`src/core/ccsh_pkg.sv`:
```
// Purpose: Shared types and constants for the common command and status handler
// Assumes: Commands arrive already parsed into a code, an 8-bit argument and an end flag
// Notes: Status byte bit positions and response characters live here
package ccsh_pkg;

  // Parsed command codes; queries and plain commands are kept apart
  typedef enum logic [3:0] {
    CMD_OPC,
    CMD_OPC_Q,
    CMD_OPT_Q,
    CMD_RST,
    CMD_SRE,
    CMD_SRE_Q,
    CMD_STB_Q,
    CMD_TST_Q,
    CMD_WAI,
    CMD_OTHER,
    CMD_OTHER_Q
  } ccsh_code_t;

  // One parsed command with its numeric argument and end-of-message mark
  typedef struct packed {
    ccsh_code_t code;
    logic [7:0] arg;
    logic last;
  } ccsh_cmd_t;

  // Decimal text of one byte, most significant character first
  typedef struct packed {
    logic [1:0] len;
    logic [7:0] c0;
    logic [7:0] c1;
    logic [7:0] c2;
  } ccsh_dec_t;

  // Register reset values
  localparam logic [7:0] SRE_RESET = 8'h00;
  // Bit 6 of the enable value is never stored
  localparam logic [7:0] SRE_KEEP_MASK = 8'hbf;

  // Status byte bit positions
  localparam int STB_EAV = 2;
  localparam int STB_EES = 3;
  localparam int STB_MAV = 4;
  localparam int STB_ESB = 5;
  localparam int STB_MSS = 6;

  // Response characters
  localparam logic [7:0] CHR_ZERO = 8'h30;
  localparam logic [7:0] CHR_ONE = 8'h31;
  localparam logic [7:0] CHR_N = 8'h4e;
  localparam logic [7:0] CHR_O = 8'h4f;
  localparam logic [7:0] CHR_E = 8'h45;

  // Response buffer depth in characters
  localparam int RESP_DEPTH = 4;

endpackage : ccsh_pkg

```
`src/core/ccsh_handler.sv`:
```
// Purpose: Executes the common commands and keeps the status byte and its enable mask
// Assumes: All inputs come from logic on sys_clk; the self-test engine sits outside
// Notes: Responses leave as ASCII characters with a valid/ready handshake
//
// Overview of operation
// - Operation-complete command always sets completion bit
// - Operation-complete query answers ASCII one unless it follows options query in the same message
// - Options query answers the text NONE unless it follows options query in the same message
// - Query after options query flags an error
// - Reset command restores defaults except communication settings
// - Enable write takes 0-255, loads seven bits
// - Enable bit 6 ignored, reads back zero
// - Cleared enable bit 4 masks message available
// - Enable register resets to zero
// - Enable query leaves register unchanged
// - Status query answers decimal, bit 6 summary
// - Status query clears no status bit
// - Bit 2 set while error queue nonempty
// - Self-test query answers 0 pass, 1 fail
// - Wait command accepted as no-operation
// - Bit 6 summary is OR of enabled bits
// - Bit 4 set while responses remain unread
// - Serial poll reads request latch, clears it
`timescale 1ns/1ps
`default_nettype none

module ccsh_handler (
  input wire logic sys_clk,
  input wire logic resetn,
  input wire logic cmd_valid,
  input wire ccsh_pkg::ccsh_cmd_t cmd,
  output logic cmd_ready,
  output logic resp_valid,
  output logic [7:0] resp_data,
  output logic resp_last,
  input wire logic resp_ready,
  input wire logic err_nonempty,
  input wire logic ext_summary,
  input wire logic evt_summary,
  input wire logic spoll_req,
  output logic spoll_valid,
  output logic [7:0] spoll_byte,
  output logic opc_set,
  output logic settings_reset,
  output logic cmd_error,
  output logic tst_start,
  input wire logic tst_done,
  input wire logic tst_fail
);

  typedef enum logic {ST_IDLE, ST_TEST} ccsh_state_t;

  // Turns a byte into up to three decimal characters, leading zeros dropped
  function automatic ccsh_pkg::ccsh_dec_t ccsh_to_dec(input logic [7:0] v);
    ccsh_pkg::ccsh_dec_t d;
    logic [7:0] h;
    logic [7:0] t;
    logic [7:0] u;
    h = v / 8'd100;
    t = (v / 8'd10) % 8'd10;
    u = v % 8'd10;
    d.c0 = ccsh_pkg::CHR_ZERO + h;
    d.c1 = ccsh_pkg::CHR_ZERO + t;
    d.c2 = ccsh_pkg::CHR_ZERO + u;
    if (h != 8'h00) begin
      d.len = 2'd3;
    end else if (t != 8'h00) begin
      d.len = 2'd2;
      d.c0 = d.c1;
      d.c1 = d.c2;
    end else begin
      d.len = 2'd1;
      d.c0 = d.c2;
    end
    return d;
  endfunction : ccsh_to_dec

  ccsh_state_t state;
  ccsh_state_t next_state;
  logic [7:0] service_request_enable;
  logic [7:0] next_sre;
  logic [7:0] resp_buf [ccsh_pkg::RESP_DEPTH];
  logic [7:0] next_resp_buf [ccsh_pkg::RESP_DEPTH];
  logic [2:0] resp_cnt;
  logic [2:0] next_resp_cnt;
  logic next_resp_valid, next_resp_last;
  logic opt_pending, next_opt_pending, next_cmd_ready;
  logic next_opc_set, next_settings_reset, next_cmd_error, next_tst_start;
  logic mss_q, rqs, next_rqs, next_spoll_valid;
  logic [7:0] next_spoll_byte;
  logic [7:0] stb;
  logic mss, acc, is_query, load;
  logic [2:0] load_len;
  logic [7:0] load_chr [ccsh_pkg::RESP_DEPTH];
  ccsh_pkg::ccsh_dec_t dec;

  // Status byte; bits 0, 1 and 7 stay zero
  always_comb begin
    stb = 8'h00;
    stb[ccsh_pkg::STB_EAV] = err_nonempty;
    stb[ccsh_pkg::STB_EES] = ext_summary;
    stb[ccsh_pkg::STB_MAV] = resp_valid;
    stb[ccsh_pkg::STB_ESB] = evt_summary;
    // A masked bit never reaches the summary, so MAV needs enable bit 4
    mss = |(stb & service_request_enable & ccsh_pkg::SRE_KEEP_MASK);
    stb[ccsh_pkg::STB_MSS] = mss;
  end

  assign acc = cmd_valid && cmd_ready;
  assign is_query = cmd.code inside {ccsh_pkg::CMD_OPC_Q, ccsh_pkg::CMD_OPT_Q,
    ccsh_pkg::CMD_SRE_Q, ccsh_pkg::CMD_STB_Q, ccsh_pkg::CMD_TST_Q, ccsh_pkg::CMD_OTHER_Q};

  // Command execution and response text selection
  always_comb begin
    next_state = state;
    next_sre = service_request_enable;
    next_opt_pending = opt_pending;
    next_opc_set = 1'b0;
    next_settings_reset = 1'b0;
    next_cmd_error = 1'b0;
    next_tst_start = 1'b0;
    load = 1'b0;
    load_len = 3'd0;
    dec = ccsh_to_dec(8'h00);
    for (int i = 0; i < ccsh_pkg::RESP_DEPTH; i++) begin
      load_chr[i] = 8'h00;
    end
    if (state == ST_TEST) begin
      if (tst_done) begin
        load = 1'b1;
        load_len = 3'd1;
        load_chr[0] = tst_fail ? ccsh_pkg::CHR_ONE : ccsh_pkg::CHR_ZERO;
        next_state = ST_IDLE;
      end
    end else if (acc) begin
      if (opt_pending && is_query) begin
        // Anything asked after the options query is refused unanswered
        next_cmd_error = 1'b1;
      end else begin
        case (cmd.code)
          ccsh_pkg::CMD_OPC: begin
            next_opc_set = 1'b1;
          end
          ccsh_pkg::CMD_OPC_Q: begin
            load = 1'b1;
            load_len = 3'd1;
            load_chr[0] = ccsh_pkg::CHR_ONE;
          end
          ccsh_pkg::CMD_OPT_Q: begin
            load = 1'b1;
            load_len = 3'd4;
            load_chr[0] = ccsh_pkg::CHR_N;
            load_chr[1] = ccsh_pkg::CHR_O;
            load_chr[2] = ccsh_pkg::CHR_N;
            load_chr[3] = ccsh_pkg::CHR_E;
            next_opt_pending = 1'b1;
          end
          ccsh_pkg::CMD_RST: begin
            // Settings logic keeps communication and protected settings
            next_settings_reset = 1'b1;
          end
          ccsh_pkg::CMD_SRE: begin
            next_sre = cmd.arg & ccsh_pkg::SRE_KEEP_MASK;
          end
          ccsh_pkg::CMD_SRE_Q: begin
            dec = ccsh_to_dec(service_request_enable);
          end
          ccsh_pkg::CMD_STB_Q: begin
            dec = ccsh_to_dec(stb);
          end
          ccsh_pkg::CMD_TST_Q: begin
            next_tst_start = 1'b1;
            next_state = ST_TEST;
          end
          default: begin
            // Wait and unknown commands have nothing to do here
          end
        endcase
        if (cmd.code == ccsh_pkg::CMD_SRE_Q || cmd.code == ccsh_pkg::CMD_STB_Q) begin
          load = 1'b1;
          load_len = {1'b0, dec.len};
          load_chr[0] = dec.c0;
          load_chr[1] = dec.c1;
          load_chr[2] = dec.c2;
        end
      end
      if (cmd.last) begin
        next_opt_pending = 1'b0;
      end
    end
    next_cmd_ready = (next_state == ST_IDLE);
  end

  // Response buffer; a new answer replaces an unread one
  always_comb begin
    for (int i = 0; i < ccsh_pkg::RESP_DEPTH; i++) begin
      next_resp_buf[i] = resp_buf[i];
    end
    next_resp_cnt = resp_cnt;
    if (load) begin
      for (int i = 0; i < ccsh_pkg::RESP_DEPTH; i++) begin
        next_resp_buf[i] = load_chr[i];
      end
      next_resp_cnt = load_len;
    end else if (resp_valid && resp_ready) begin
      for (int i = 0; i < ccsh_pkg::RESP_DEPTH - 1; i++) begin
        next_resp_buf[i] = resp_buf[i + 1];
      end
      next_resp_buf[ccsh_pkg::RESP_DEPTH - 1] = 8'h00;
      next_resp_cnt = resp_cnt - 3'd1;
    end
    next_resp_valid = (next_resp_cnt != 3'd0);
    next_resp_last = (next_resp_cnt == 3'd1);
  end

  // Request-service latch: a fresh summary rise beats a poll in the same cycle
  always_comb begin
    next_rqs = rqs;
    if (mss && !mss_q) begin
      next_rqs = 1'b1;
    end else if (spoll_req || !mss) begin
      next_rqs = 1'b0;
    end
    next_spoll_valid = spoll_req;
    next_spoll_byte = spoll_byte;
    if (spoll_req) begin
      next_spoll_byte = {stb[7], rqs, stb[5:0]};
    end
  end

  // State registers
  always_ff @(posedge sys_clk or negedge resetn) begin
    if (!resetn) begin
      state <= ST_IDLE;
      service_request_enable <= ccsh_pkg::SRE_RESET;
      opt_pending <= 1'b0;
      cmd_ready <= 1'b0;
      opc_set <= 1'b0;
      settings_reset <= 1'b0;
      cmd_error <= 1'b0;
      tst_start <= 1'b0;
      resp_cnt <= 3'd0;
      resp_valid <= 1'b0;
      resp_last <= 1'b0;
      for (int i = 0; i < ccsh_pkg::RESP_DEPTH; i++) begin
        resp_buf[i] <= 8'h00;
      end
      mss_q <= 1'b0;
      rqs <= 1'b0;
      spoll_valid <= 1'b0;
      spoll_byte <= 8'h00;
    end else begin
      state <= next_state;
      service_request_enable <= next_sre;
      opt_pending <= next_opt_pending;
      cmd_ready <= next_cmd_ready;
      opc_set <= next_opc_set;
      settings_reset <= next_settings_reset;
      cmd_error <= next_cmd_error;
      tst_start <= next_tst_start;
      resp_cnt <= next_resp_cnt;
      resp_valid <= next_resp_valid;
      resp_last <= next_resp_last;
      for (int i = 0; i < ccsh_pkg::RESP_DEPTH; i++) begin
        resp_buf[i] <= next_resp_buf[i];
      end
      mss_q <= mss;
      rqs <= next_rqs;
      spoll_valid <= next_spoll_valid;
      spoll_byte <= next_spoll_byte;
    end
  end

  assign resp_data = resp_buf[0];

  // Checks on the status logic and command execution
  logic ok_q;
  assign ok_q = acc && !(opt_pending && is_query);

  opc_bit_a: assert property (@(posedge sys_clk) disable iff (!resetn)
    ok_q && cmd.code == ccsh_pkg::CMD_OPC |=> opc_set)
    else $error("completion bit not set");
  opc_answer_a: assert property (@(posedge sys_clk) disable iff (!resetn)
    ok_q && cmd.code == ccsh_pkg::CMD_OPC_Q |=> resp_valid && resp_last
      && resp_data == ccsh_pkg::CHR_ONE)
    else $error("completion query answer wrong");
  opt_answer_a: assert property (@(posedge sys_clk) disable iff (!resetn)
    ok_q && cmd.code == ccsh_pkg::CMD_OPT_Q |=> resp_valid && !resp_last
      && resp_data == ccsh_pkg::CHR_N)
    else $error("options answer wrong");
  opt_error_a: assert property (@(posedge sys_clk) disable iff (!resetn)
    acc && opt_pending && is_query |=> cmd_error && resp_cnt <= $past(resp_cnt))
    else $error("query after options not refused");
  sre_write_a: assert property (@(posedge sys_clk) disable iff (!resetn)
    ok_q && cmd.code == ccsh_pkg::CMD_SRE |=> service_request_enable == ($past(cmd.arg) & 8'hbf))
    else $error("enable write not loaded");
  sre_bit6_a: assert property (@(posedge sys_clk) disable iff (!resetn)
    !service_request_enable[6])
    else $error("enable bit 6 stored");
  mav_mask_a: assert property (@(posedge sys_clk) disable iff (!resetn)
    resp_valid && !service_request_enable[4] && ((stb & service_request_enable & 8'h2c) == 8'h00) |-> !mss)
    else $error("masked message bit reached summary");
  sre_reset_a: assert property (@(posedge sys_clk)
    $rose(resetn) |-> service_request_enable == 8'h00)
    else $error("enable register not zero after reset");
  sre_query_a: assert property (@(posedge sys_clk) disable iff (!resetn)
    ok_q && cmd.code == ccsh_pkg::CMD_SRE_Q |=> $stable(service_request_enable) && resp_valid)
    else $error("enable query disturbed register");
  stb_query_a: assert property (@(posedge sys_clk) disable iff (!resetn)
    ok_q && cmd.code == ccsh_pkg::CMD_STB_Q && mss && mss_q && !spoll_req
      |=> rqs == $past(rqs))
    else $error("status query changed latch");
  eav_bit_a: assert property (@(posedge sys_clk) disable iff (!resetn)
    err_nonempty |-> stb[2] && stb[7] == 1'b0)
    else $error("error bit not shown");
  tst_answer_a: assert property (@(posedge sys_clk) disable iff (!resetn)
    state == ST_TEST && tst_done |=> resp_valid
      && resp_data == (($past(tst_fail)) ? ccsh_pkg::CHR_ONE : ccsh_pkg::CHR_ZERO))
    else $error("self-test answer wrong");
  rqs_clear_a: assert property (@(posedge sys_clk) disable iff (!resetn)
    spoll_req && !(mss && !mss_q) |=> spoll_valid && !rqs
      && spoll_byte[6] == $past(rqs))
    else $error("poll did not clear latch");

  sre_write_c: cover property (@(posedge sys_clk) disable iff (!resetn)
    ok_q && cmd.code == ccsh_pkg::CMD_SRE ##1 mss);
  tst_run_c: cover property (@(posedge sys_clk) disable iff (!resetn)
    tst_start ##[1:30] resp_valid);
  poll_c: cover property (@(posedge sys_clk) disable iff (!resetn)
    rqs && spoll_req);
  opt_err_c: cover property (@(posedge sys_clk) disable iff (!resetn)
    cmd_error);

endmodule : ccsh_handler

`default_nettype wire

```
`config.mk`:
```
export PLATFORM = sky130hd
export DESIGN_NAME = ccsh_handler
export DESIGN_NICKNAME = d
export VERILOG_FILES = /design/src/core/ccsh_pkg.sv /design/src/core/ccsh_handler.sv
export SDC_FILE = /design/constraint.sdc
export NUM_CORES = 1
export LEC_CHECK = 0
export BUFFER_PORTS_ARGS = -buffer_cell sky130_fd_sc_hd__buf_2
export CELL_PAD_IN_SITES_DETAIL_PLACEMENT = 0
export CELL_PAD_IN_SITES_GLOBAL_PLACEMENT = 2
export CORE_ASPECT_RATIO = 1.1
export CORE_UTILIZATION = 40
export CTS_BUF_LIST = sky130_fd_sc_hd__clkbuf_2
export CTS_CLUSTER_SIZE = 40
export DETAILED_ROUTE_END_ITERATION = 6
export HOLD_SLACK_MARGIN = 0.08
export PLACE_DENSITY = 0.88
export SETUP_SLACK_MARGIN = 0.5
export SKIP_CTS_REPAIR_TIMING = 1
export SLEW_MARGIN = 20
export SYNTH_ARGS = -nofsm -noshare
export SYNTH_HDL_FRONTEND = slang
export SYNTH_SLANG_ARGS = --single-unit
```
`constraint.sdc`:
```
create_clock -name sys_clk -period 10.8 [get_ports sys_clk]
set_input_delay 1.08 -clock sys_clk [delete_from_list [all_inputs] [get_ports sys_clk]]
set_output_delay 1.08 -clock sys_clk [all_outputs]
set_load 0.01 [all_outputs]
```
==> reports/metrics.csv <==
metric,value,unit
status,finished clean,
drc violations,0,
Final Hold Fails,0,
number of DRC markers in iteration 0,195,
FP Rows,39,
Tmin final,5.01,ns
Post-synth EDFFs,0,
met2 Track Usage GR,0.356,
GR Layer Usage met1,0.297,
Port Buf Inserts,42,
Final Cycle Share,0.464,
cell count after placement,674,
Max-slew headroom,0.336,
setup ws final,5.79,ns
Yosys reg bits,52,
post-layout util,0.438,
total CTS buffers,5,
sequential area share after synthesis,0.296,
HPWL after detailed placement,8970,microns
fin area,4620,sq um
Post-synth ARST share,1.00,
clk_lat worst skew,0.49,ns
max-slew violations,0,
Worst Tran Pin Value,0.992,ns
most frequent cells in the layout,"nand2_1, dfrtp_1, buf_2",
Area Growth Syn to Fin,4.89,%
Leak,2.06,nW
Peak VDD IR,0.000128,V
max-capacitance violation count,0,
syn_area_per_cell,8.35,sq um
cell area after technology mapping,4400,sq um
"commonest non-fill, non-tap cell in the layout",nand2_1,
Final setup viols,0,
RD Place Congestion,0.887,
GRT Util Overall,0.218,
initial antenna violation count,0,
Cell Pwr Density,190,nW/um^2
CTS H-tree lvls,2,
die area,11400,sq um
vias per std cell,5.85,
via count,3988,
Die Wd,102,microns
final setup TNS,0,ns
global routing usage on met3,0.0270,
Ant. Diodes,0,
Crit Path Max Fanout,19,
"Top FF cell, synth",dfrtp_1,
DR pass1 iterations,7,
Root Buffer Master,clkbuf_2,
die height,112,microns
final std cells w/o fill,682,
FMAX,199,MHz
CP arrival,5.44,ns
Ports,47,
Core Region,10500,sq um
post-synth cell types,75,
Initial Utilization,0.417,
pre-CTS setup slack,5.31,ns
busiest grt layer,met2,
"Req. time, crit path",11.23,ns
"CTS clk-pin slew, worst paths",0.31,ns
Routed WL per cell,17.6,microns
DP Area,4560,sq um
RSZ-0062 raised after global routing,false,
Overflow after GRT,0,
final WL,12000,microns
gate count of the mapped netlist,527,
vias in the first global route,3793,
layout cells sized above 1,0.163,
crit path capture type,register,
first-pass GRT wire length,19600,microns
Worst Hold Class,reg -> reg,
pin count of the biggest net entering global routing,53,
clk buf depth,2,
"antenna viol nets, final",0,
clock sink total,52,
nets,577,
Setup CP Type,in -> reg,
worst setup skew after layout,0.0154,ns
Worst setup SP type,primary input,
CTS tree,yes,
Yosys warning count,0,
[cells by family (layout without fill, tap and decap cells)]
logic type | Yosys count | after routing | synth area share
other cells | 2 | 7 | 0.00171
flops | 52 | 52 | 0.296
simple gates | 174 | 174 | 0.197
fa+ha+maj | 16 | 16 | 0.0455
compound gates | 169 | 169 | 0.277
mux | 29 | 29 | 0.0708
buf+inv | 73 | 80 | 0.0879
xor+xnor | 12 | 12 | 0.0239
[power breakdown]
part           switching [W]  internal, W  total [W]  leakage (nW)
registers          0.0000482     0.000232   0.000280         0.667
clock network      0.0000738    0.0000182  0.0000920        0.0311
logic               0.000299     0.000207   0.000506          1.37
[layout make-up]
class	count	area, sq um
multi-input cells	407	2740
clock inverters	3	27.5
clock buffers	5	25.0
inverters	24	90.1
repair buffers	48	255
well taps	143	179
flip-flops and latches	52	1300
fillers	1133	5920
[synthesized netlist by cell type, types with 4 or more instances]
master	number	area share
nand2_1	64	0.055
dfrtp_1	52	0.30
a21oi_1	34	0.039
nor2_1	34	0.029
o21ai_0	32	0.036
inv_1	23	0.020
clkbuf_1	19	0.016
ha_1	16	0.045
mux2i_1	15	0.034
buf_4	14	0.024
mux2_2	13	0.033
nand2b_1	13	0.018
nand3_1	11	0.013
nor2b_1	10	0.014
xnor2_1	10	0.020
nor3_1	9	0.010
a211oi_1	7	0.012
a22o_1	7	0.014
a31oi_1	7	0.010
buf_6	7	0.018
o31ai_1	7	0.012
a21o_1	6	0.010
and3_1	6	0.0085
buf_2	6	0.0068
nand3b_1	5	0.0085
o211ai_1	5	0.0085
a221oi_1	4	0.0080
a311oi_1	4	0.0080
nor4_1	4	0.0057
o21a_1	4	0.0068
o22ai_1	4	0.0057
o32ai_1	4	0.0080
[through the flow]
| step | power [W] | hold WS (ns) |
|---|---|---|
| 2_1_floorplan | 0.000681 | 0.404 |
| 3_3_place_gp | 0.000778 | 0.419 |
| 3_5_place_dp | 0.000785 | 0.423 |
| 4_1_cts | 0.000880 | 0.454 |
| 5_1_grt | 0.000953 | 0.479 |
| 6_report | 0.000878 | 0.449 |
[final timing paths]
path	start	endpoint	slack [ns]	cells past startpoint
max	err_nonempty	resp_last	5.79	15
min	mss_q	rqs	0.45	1
max reg2reg	resp_valid	resp_last	5.85	14
min reg2reg	mss_q	rqs	0.45	1
max in group asynchronous	resetn	service_request_enable[5]	9.70	2
min in group asynchronous	resetn	resp_buf[14]	0.66	2
[per-layer routing]
layer	share of wire	wire (microns)
met1	0.46	5480
met2	0.48	5790
met3	0.040	477
met4	0.024	287
met5	0	0
[sequential cells by signal, summed over array words and instances (netlist names), 3 cells and up]
register                flops
resp_buf                   17
resp_cnt                    3
resp_data                   8
service_request_enable      7
spoll_byte                  5
[critical path, stage by stage]
cell	delay, ns
buf_2	0.32
nand2_1	0.17
nor4_1	0.42
a211oi_1	0.19
ha_1	0.28
o211ai_2	0.34
nand2_1	0.21
o21ai_0	0.41
inv_1	0.14
ha_1	0.26
a221o_1	0.47
o21bai_4	0.31
o21a_1	0.21
o21ai_0	0.32
nor4bb_1	0.28
Note: power is estimated with default switching activity, not from simulation.
